==> config.mk <==
export PLATFORM = sky130hd
export DESIGN_NAME = aptc_adc_pair_trigger_control
export DESIGN_NICKNAME = d
export VERILOG_FILES = /design/src/aptc_pkg.sv /design/src/aptc_adc_pair_trigger_control.sv
export SDC_FILE = /design/constraint.sdc
export NUM_CORES = 1
export LEC_CHECK = 0
export BUFFER_PORTS_ARGS = -buffer_cell sky130_fd_sc_hd__buf_2
export CAP_MARGIN = 20
export CORE_ASPECT_RATIO = 0.7
export CORE_MARGIN = 5
export CORE_UTILIZATION = 35
export DETAILED_ROUTE_END_ITERATION = 6
export MAX_ROUTING_LAYER = met4
export SYNTH_ARGS = -nofsm -noshare
export SYNTH_HDL_FRONTEND = slang
export SYNTH_SLANG_ARGS = --single-unit
==> constraint.sdc <==
create_clock -name clk -period 2.6 [get_ports clk]
set_input_delay 0.52 -clock clk [delete_from_list [all_inputs] [get_ports clk]]
set_output_delay 0.52 -clock clk [all_outputs]
set_load 0.005 [all_outputs]
==> src/aptc_pkg.sv <==
// package: register map, field layout and trigger codes for the pair trigger block
package aptc_pkg;
  localparam int AXI_AW = 8;
  localparam int DW = 32;
  localparam int NPAIR = 3;
  localparam int SELW = 5;
  // byte addresses
  localparam logic [AXI_AW-1:0] ADDR_CTRL_8_9 = 8'h00;
  localparam logic [AXI_AW-1:0] ADDR_CTRL_10_11 = 8'h04;
  localparam logic [AXI_AW-1:0] ADDR_IRQ_STATUS = 8'h08;
  localparam logic [AXI_AW-1:0] ADDR_IRQ_ENABLE = 8'h0C;
  localparam logic [AXI_AW-1:0] ADDR_IRQ_CLEAR = 8'h10;
  localparam logic [AXI_AW-1:0] ADDR_GLOBAL_SWTRIG = 8'h14;
  // field positions inside one pair byte
  localparam int FLD_IRQEN = 7;
  localparam int FLD_PEND = 6;
  localparam int FLD_SWT = 5;
  localparam int FLD_SEL_LO = 0;
  localparam int BYTE_W = 8;
  localparam logic [15:0] CTRL_RESET = 16'h0000;
  // trigger source codes
  localparam logic [SELW-1:0] SEL_OFF = 5'h00;
  localparam logic [SELW-1:0] SEL_SOFT = 5'h01;
  localparam logic [SELW-1:0] SEL_GSOFT = 5'h02;
  localparam logic [SELW-1:0] SEL_SEV = 5'h03;
  localparam logic [SELW-1:0] SEL_PRI_FIRST = 5'h04;
  localparam logic [SELW-1:0] SEL_PRI_LAST = 5'h0B;
  localparam logic [SELW-1:0] SEL_TMR1 = 5'h0C;
  localparam logic [SELW-1:0] SEL_SSEV = 5'h0D;
  localparam logic [SELW-1:0] SEL_SEC_FIRST = 5'h0E;
  localparam logic [SELW-1:0] SEL_SEC_LAST = 5'h16;
  localparam logic [SELW-1:0] SEL_CL_FIRST = 5'h17;
  localparam logic [SELW-1:0] SEL_CL_LAST = 5'h1E;
  localparam logic [SELW-1:0] SEL_TMR2 = 5'h1F;
  localparam int NPRI = 8;
  localparam int NSEC = 9;
  localparam int NCL = 8;
  // analog input numbers converted per pair (8, 10, 11)
  localparam logic [4:0] PAIR_AN_HI [NPAIR] = '{5'd17, 5'd21, 5'd23};
  localparam logic [4:0] PAIR_AN_LO [NPAIR] = '{5'd16, 5'd20, 5'd22};
  localparam logic [1:0] RESP_OKAY = 2'b00;
  localparam logic [1:0] RESP_SLVERR = 2'b10;
endpackage

==> src/aptc_adc_pair_trigger_control.sv <==
// top module: trigger selection and conversion requests for pairs 8, 10, 11
//
// The AXI4-Lite slave port and the register offsets were left to the implementer.
`timescale 1ns/1ps
module aptc_adc_pair_trigger_control
  import aptc_pkg::*;
(
  // clock and reset
  input wire logic clk,
  input wire logic reset,
  // axi4-lite write address, data and response
  input wire logic [aptc_pkg::AXI_AW-1:0] awaddr,
  input wire logic awvalid,
  output logic awready,
  input wire logic [aptc_pkg::DW-1:0] wdata,
  input wire logic [3:0] wstrb,
  input wire logic wvalid,
  output logic wready,
  output logic [1:0] bresp,
  output logic bvalid,
  input wire logic bready,
  // axi4-lite read
  input wire logic [aptc_pkg::AXI_AW-1:0] araddr,
  input wire logic arvalid,
  output logic arready,
  output logic [aptc_pkg::DW-1:0] rdata,
  output logic [1:0] rresp,
  output logic rvalid,
  input wire logic rready,
  // trigger sources, one-cycle pulses
  input wire logic globalSoftTrig,
  input wire logic pwmSpecialEvent,
  input wire logic pwmSecSpecialEvent,
  input wire logic [aptc_pkg::NPRI-1:0] pwmPrimaryTrig,
  input wire logic [aptc_pkg::NSEC-1:0] pwmSecondaryTrig,
  input wire logic [aptc_pkg::NCL-1:0] pwmCurrentLimitTrig,
  input wire logic timer1Match,
  input wire logic timer2Match,
  // converter core
  output logic convStart,
  output logic [4:0] convAnHi,
  output logic [4:0] convAnLo,
  input wire logic convBusy,
  input wire logic convDone,
  // interrupts
  output logic pairIrq,
  output logic irq
);
  import aptc_pkg::*;

  typedef enum logic [1:0] {IDLE, START, WAIT} aptc_conv_t;

  logic [7:0] ctrlByte_ff [NPAIR];
  logic [7:0] pair89Hi_ff;
  logic [NPAIR-1:0] irqStatus_ff;
  logic [NPAIR-1:0] irqEnable_ff;
  logic [NPAIR-1:0] trigHit;
  logic [NPAIR-1:0] doneHit;
  logic [1:0] activePair_ff;
  aptc_conv_t state_ff;
  logic swGlobal_ff;
  logic gTrig;
  logic anyPend;
  logic [1:0] nxt_pick;

  ////////////////////////////////////////////////////////////////////////////
  // axi4-lite slave
  logic awHeld_ff;
  logic wHeld_ff;
  logic [AXI_AW-1:0] awAddr_ff;
  logic [DW-1:0] wData_ff;
  logic [3:0] wStrb_ff;
  logic doWrite;
  assign doWrite = awHeld_ff && wHeld_ff && !bvalid;

  always_ff @(posedge clk) begin
    if (reset) begin
      awHeld_ff <= 1'b0;
      wHeld_ff <= 1'b0;
      awAddr_ff <= '0;
      wData_ff <= '0;
      wStrb_ff <= '0;
      bvalid <= 1'b0;
      bresp <= RESP_OKAY;
    end else begin
      if (awvalid && awready) begin
        awHeld_ff <= 1'b1;
        awAddr_ff <= awaddr;
      end
      if (wvalid && wready) begin
        wHeld_ff <= 1'b1;
        wData_ff <= wdata;
        wStrb_ff <= wstrb;
      end
      if (doWrite) begin
        awHeld_ff <= 1'b0;
        wHeld_ff <= 1'b0;
        bvalid <= 1'b1;
        unique case (awAddr_ff)
          ADDR_CTRL_8_9, ADDR_CTRL_10_11, ADDR_IRQ_STATUS, ADDR_IRQ_ENABLE,
          ADDR_IRQ_CLEAR, ADDR_GLOBAL_SWTRIG: bresp <= RESP_OKAY;
          default: bresp <= RESP_SLVERR;
        endcase
      end else if (bvalid && bready) begin
        bvalid <= 1'b0;
      end
    end
  end

  always_ff @(posedge clk) begin
    if (reset) begin
      awready <= 1'b0;
      wready <= 1'b0;
    end else begin
      awready <= !awHeld_ff && !(awvalid && awready) && !bvalid;
      wready <= !wHeld_ff && !(wvalid && wready) && !bvalid;
    end
  end

  always_ff @(posedge clk) begin
    if (reset) begin
      arready <= 1'b0;
      rvalid <= 1'b0;
      rdata <= '0;
      rresp <= RESP_OKAY;
    end else begin
      arready <= !rvalid && !(arvalid && arready);
      if (arvalid && arready) begin
        rvalid <= 1'b1;
        rresp <= RESP_OKAY;
        unique case (araddr)
          ADDR_CTRL_8_9: rdata <= {16'h0000, pair89Hi_ff, ctrlByte_ff[0]};
          ADDR_CTRL_10_11:
            rdata <= {16'h0000, ctrlByte_ff[2], ctrlByte_ff[1]};
          ADDR_IRQ_STATUS: rdata <= {29'h0000_0000, irqStatus_ff};
          ADDR_IRQ_ENABLE: rdata <= {29'h0000_0000, irqEnable_ff};
          ADDR_IRQ_CLEAR, ADDR_GLOBAL_SWTRIG: rdata <= '0;
          default: begin
            rdata <= '0;
            rresp <= RESP_SLVERR;
          end
        endcase
      end else if (rvalid && rready) begin
        rvalid <= 1'b0;
      end
    end
  end

  ////////////////////////////////////////////////////////////////////////////
  // trigger selection per pair
  logic ctrlWr [NPAIR];
  assign ctrlWr[0] = doWrite && awAddr_ff == ADDR_CTRL_8_9 && wStrb_ff[0];
  assign ctrlWr[1] = doWrite && awAddr_ff == ADDR_CTRL_10_11 && wStrb_ff[0];
  assign ctrlWr[2] = doWrite && awAddr_ff == ADDR_CTRL_10_11 && wStrb_ff[1];

  // global soft trigger: external pulse or register write
  assign gTrig = globalSoftTrig || swGlobal_ff;

  always_ff @(posedge clk) begin
    if (reset) begin
      swGlobal_ff <= 1'b0;
      pair89Hi_ff <= CTRL_RESET[15:8];
    end else begin
      swGlobal_ff <= doWrite && awAddr_ff == ADDR_GLOBAL_SWTRIG
                     && wStrb_ff[0] && wData_ff[0];
      // pair 9 byte is storage only here; its logic lives elsewhere
      if (doWrite && awAddr_ff == ADDR_CTRL_8_9 && wStrb_ff[1])
        pair89Hi_ff <= wData_ff[15:8];
    end
  end

  generate
    for (genvar p = 0; p < NPAIR; p++) begin : g_pair
      logic [SELW-1:0] sel;
      logic [7:0] wb;
      logic src;
      assign sel = ctrlByte_ff[p][FLD_SEL_LO +: SELW];
      assign wb = (p == 2) ? wData_ff[15:8] : wData_ff[7:0];
      always_comb begin
        src = 1'b0;
        if (sel == SEL_OFF) src = 1'b0;
        else if (sel == SEL_SOFT) src = ctrlByte_ff[p][FLD_SWT];
        else if (sel == SEL_GSOFT) src = gTrig;
        else if (sel == SEL_SEV) src = pwmSpecialEvent;
        else if (sel <= SEL_PRI_LAST)
          src = pwmPrimaryTrig[3'(sel - SEL_PRI_FIRST)];
        else if (sel == SEL_TMR1) src = timer1Match;
        else if (sel == SEL_SSEV) src = pwmSecSpecialEvent;
        else if (sel <= SEL_SEC_LAST)
          src = pwmSecondaryTrig[4'(sel - SEL_SEC_FIRST)];
        else if (sel <= SEL_CL_LAST)
          src = pwmCurrentLimitTrig[3'(sel - SEL_CL_FIRST)];
        else src = timer2Match;
      end
      // a new trigger while already pending merges into that request
      assign trigHit[p] = src && !ctrlByte_ff[p][FLD_PEND];
      assign doneHit[p] = state_ff == WAIT && convDone
                          && activePair_ff == 2'(p);

      always_ff @(posedge clk) begin
        if (reset) begin
          ctrlByte_ff[p] <= CTRL_RESET[7:0];
        end else begin
          if (ctrlWr[p]) ctrlByte_ff[p] <= wb;
          if (trigHit[p]) begin
            ctrlByte_ff[p][FLD_PEND] <= 1'b1;
            ctrlByte_ff[p][FLD_SWT] <= 1'b0;
          end else if (doneHit[p]) begin
            ctrlByte_ff[p][FLD_PEND] <= 1'b0;
          end
        end
      end

      // irq status: set wins over clear
      always_ff @(posedge clk) begin
        if (reset) begin
          irqStatus_ff[p] <= 1'b0;
        end else if (doneHit[p] && ctrlByte_ff[p][FLD_IRQEN]) begin
          irqStatus_ff[p] <= 1'b1;
        end else if (doWrite && awAddr_ff == ADDR_IRQ_CLEAR
                     && wStrb_ff[0] && wData_ff[p]) begin
          irqStatus_ff[p] <= 1'b0;
        end
      end
    end
  endgenerate

  ////////////////////////////////////////////////////////////////////////////
  // conversion sequencer: one pair at a time
  always_comb begin
    nxt_pick = 2'd0;
    for (int i = NPAIR - 1; i >= 0; i--)
      if (ctrlByte_ff[i][FLD_PEND]) nxt_pick = 2'(i);
  end
  assign anyPend = |{ctrlByte_ff[2][FLD_PEND], ctrlByte_ff[1][FLD_PEND],
                     ctrlByte_ff[0][FLD_PEND]};

  always_ff @(posedge clk) begin
    if (reset) begin
      state_ff <= IDLE;
      activePair_ff <= 2'd0;
      convStart <= 1'b0;
      convAnHi <= '0;
      convAnLo <= '0;
    end else begin
      convStart <= 1'b0;
      unique case (state_ff)
        IDLE: begin
          // hold the request until the core is free
          if (anyPend && !convBusy) begin
            activePair_ff <= nxt_pick;
            convAnHi <= PAIR_AN_HI[nxt_pick];
            convAnLo <= PAIR_AN_LO[nxt_pick];
            convStart <= 1'b1;
            state_ff <= START;
          end
        end
        START: state_ff <= WAIT;
        WAIT: if (convDone) state_ff <= IDLE;
        default: state_ff <= IDLE;
      endcase
    end
  end

  ////////////////////////////////////////////////////////////////////////////
  // interrupt
  always_ff @(posedge clk) begin
    if (reset) begin
      irqEnable_ff <= '0;
      irq <= 1'b0;
      pairIrq <= 1'b0;
    end else begin
      if (doWrite && awAddr_ff == ADDR_IRQ_ENABLE && wStrb_ff[0])
        irqEnable_ff <= wData_ff[NPAIR-1:0];
      irq <= |(irqStatus_ff & irqEnable_ff);
      pairIrq <= |doneHit & ctrlByte_ff[activePair_ff][FLD_IRQEN];
    end
  end
endmodule

==> flow_metrics.tcl <==
set metrics [dict create \
    drc 0 \
    endpoint_kind "flip-flop" \
    rr_worst_depth 8 \
    period_share 0.961 \
    dr.pass1.iters 5 \
    r2r_end "ctrlByte_ff[0][6]" \
    skew_ns 0.0112 \
    cts_tree "built" \
    fin_nets 825 \
    grt_setup_unrepaired "no" \
    wl_per_cell_um 16.7 \
    portBuffers 105 \
    fmax_mhz 400 \
    hpwl_um 12300 \
    die_w_um 162 \
    wl_um 15300 \
    yosysUniqueCellTypes 60 \
    cts_buffer_depth 2 \
    hold_viol 0 \
    tightest_slew_ns 0.630 \
    die_h_um 116 \
    netlist_area_sq_um 5640 \
    h-tree-depth 3 \
    setup_viol 0 \
    finalSetupTns_ns 0 \
    total_power_mw 3.59 \
    cts.sinks 102 \
    vias_per_cell 5.19 \
    synthFlopType "dfxtp_1" \
    antenna_found_initial 0 \
    globalplace.congestion 0.863 \
    criticalPathCategory "reg -> reg" \
    clk_latency_ns 0.35 \
    yosysSeqAreaShare 0.404 \
    ir_drop_uv 268 \
    outcome "complete, no violations" \
    vias 4772 \
    ff2ff_setup_slack_ns 0.10 \
    path_clk_slew_ns 0.07 \
    grt_max_degree 35 \
    synth.avg_cell_area_sq_um 9.24 \
    p_per_area_nw_per_um2 538 \
    syn-instance-count 611 \
    worstHoldPathCells 3 \
    drive_above_1_share 0.256 \
    overflow 0 \
    critPathMaxFanout 4 \
    start_util 0.361 \
    crit_path_start_kind "flip-flop" \
    syn2layout_area_growth_pct 18.2 \
    holdCritPathClass "in -> reg" \
    ant_nets 0 \
    critPathArrivalTime_ns 2.59 \
    drtIter0Drc 293 \
    io_pins 145 \
    grt_pass1_wl_um 24300 \
    rows 38 \
    drv_slew 0 \
    slew_headroom 0.576 \
    min_to "wData_ff[12]" \
    finalCriticalPeriod_ns 2.50 \
    p_leak_nw 2.84 \
    cts_root_buffer "clkbuf_16" \
    rr_startpoint "ctrlByte_ff[0][1]" \
    grt_pass1_vias 4600 \
    required_ns 2.69 \
    numCtsBuffers 9 \
    grtUsageTotal 0.167 \
    async_reset_ff_frac 0 \
    core-area_sq_um 15600 \
    synth_warnings 0 \
    drv_cap 0 \
    synth-edff-count 24 \
    num_antenna_cells 0 \
    synth_seq_cells 102 \
    dieArea_sq_um 18800 \
    min_from "wdata[12]" \
]
## how the worst max path moves through the flow
| stage | startpoint | endpoint | slack (ns) | cells after the start |
|---|---|---|---|---|
| after global placement | ctrlByte_ff[2][1] | ctrlByte_ff[2][5] | 0.16 | 8 |
| after global routing | ctrlByte_ff[1][0] | ctrlByte_ff[1][6] | 0.004 | 8 |
| after CTS | ctrlByte_ff[0][1] | ctrlByte_ff[0][6] | 0.15 | 8 |
| final | ctrlByte_ff[0][1] | ctrlByte_ff[0][6] | 0.10 | 8 |
| after detailed placement | ctrlByte_ff[0][1] | ctrlByte_ff[0][6] | 0.15 | 8 |
| after floorplan | ctrlByte_ff[0][0] | ctrlByte_ff[0][6] | 0.21 | 9 |
## cell usage in the layout (no fill, tap or decap), types with 6 or more instances in the layout
cell type,Yosys,layout
inv_1,22,21
and2_2,6,6
mux2i_1,28,28
o21ai_0,26,26
mux4_2,19,19
nand3b_1,10,10
nor2_1,41,41
nand3_1,10,10
clkbuf_16,0,9
ha_1,20,20
and3_2,7,7
a21oi_1,53,53
buf_2,4,105
nand2_1,95,95
dfxtp_1,78,78
a211oi_1,6,6
conb_1,1,21
and2_1,9,9
nor3_1,13,13
nor3b_1,6,6
edfxtp_1,24,24
buf_4,27,19
## per-stage QoR
stage	hold WS (ns)	instances	util	instance area [sq um]	worst slack, ns
after floorplan	0.439	631	-	5720	0.208
after global placement	0.442	903	0.406	6350	0.157
after detailed placement	0.441	903	0.406	6350	0.155
after CTS	0.398	919	0.426	6660	0.148
after global routing	0.404	919	0.427	6670	0.00366
final	0.411	919	0.427	6670	0.101
## repair_timing
action	4_1_cts	5_1_grt
buffers inserted	0	0
gates resized for setup	0	3
hold buffers	0	0
setup endpoints to repair	0	2
## cells by family (layout without fill, tap and decap cells)
logic type               count (synthesis)  count (layout)  share of synthesized area
other                                    1              21                   0.000664
buffers and inverters                   75             163                     0.0687
AO/OA/AOI/OAI                          125             125                      0.135
multiplexers                            50              50                      0.131
AND/OR/NAND/NOR                        233             233                      0.208
adder cells (fa/ha/maj)                 20              20                     0.0443
XOR/XNOR                                 5               5                    0.00776
flip-flops                             102             102                      0.404
## layer usage
layer / track usage / vias to the layer above / part of all wire
li1: - / 2360 / -
met5: - / - / 0
met3: 0.0346 / 9 / 0.067
met2: 0.237 / 169 / 0.42
met1: 0.246 / 2234 / 0.51
met4: 0.0304 / 0 / 0.0072
## worst max-delay path, stage by stage, from the launching register on
cell and delay [ns]:
edfxtp_1 0.44, inv_1 0.17, ha_1 0.29, mux4_2 0.29, mux2_2 0.30, nand4b_1 0.10
a31oi_1 0.12, o211ai_1 0.40, o21ai_0 0.12
## synthesized netlist by cell type, drive strengths merged, types with 2 or more instances
cell type	number	area, sq um
a211o	4	35.0
a211oi	6	45.0
a21o	3	22.5
a21oi	53	265
a221oi	2	17.5
a22oi	3	22.5
a31oi	5	31.3
a41oi	2	17.5
and2	16	110
and3	12	83.8
buf	34	234
clkbuf	19	71.3
dfxtp	78	1560
edfxtp	24	721
ha	20	250
inv	22	82.6
mux2	3	33.8
mux2i	28	280
mux4	19	428
nand2	95	357
nand2b	5	31.3
nand3	10	50.1
nand3b	10	75.1
nand4	5	31.3
nand4b	4	35.0
nor2	41	154
nor2b	3	18.8
nor3	13	65.1
nor3b	6	45.0
nor4	4	40.0
o211ai	5	37.5
o21ai	26	130
o22ai	2	12.5
o2bb2ai	3	26.3
o31ai	3	22.5
or4	2	15.0
or4b	2	23.8
xnor2	3	26.3
xor2	2	17.5
## cell type report
type                    count  area, sq um
inverters                  22         82.6
well taps                 200          250
flip-flops and latches    102         2280
clock buffers               9          225
fillers                  1535         8970
multi-input cells         454         3060
repair buffers            125          688
clock inverters             7         81.3
## power breakdown
part           internal [mW]  leakage, nW  total, mW  switching, mW
Combinational          0.211         1.81      0.474          0.263
Sequential              1.68        0.883       1.75         0.0682
Clock                  0.758        0.149       1.37          0.608
Total                   2.65         2.84       3.59          0.939
## flip-flops by register name, summed over array words and instances (netlist names), 2 cells and up, named ones only
name and count:
ctrlByte_ff 24, rdata 16, wData_ff 16, awAddr_ff 8
pair89Hi_ff 8, convAnHi 3, irqEnable_ff 3, irqStatus_ff 3
activePair_ff 2, state_ff 2, wStrb_ff 2
Power figures use the tool's default switching activity.
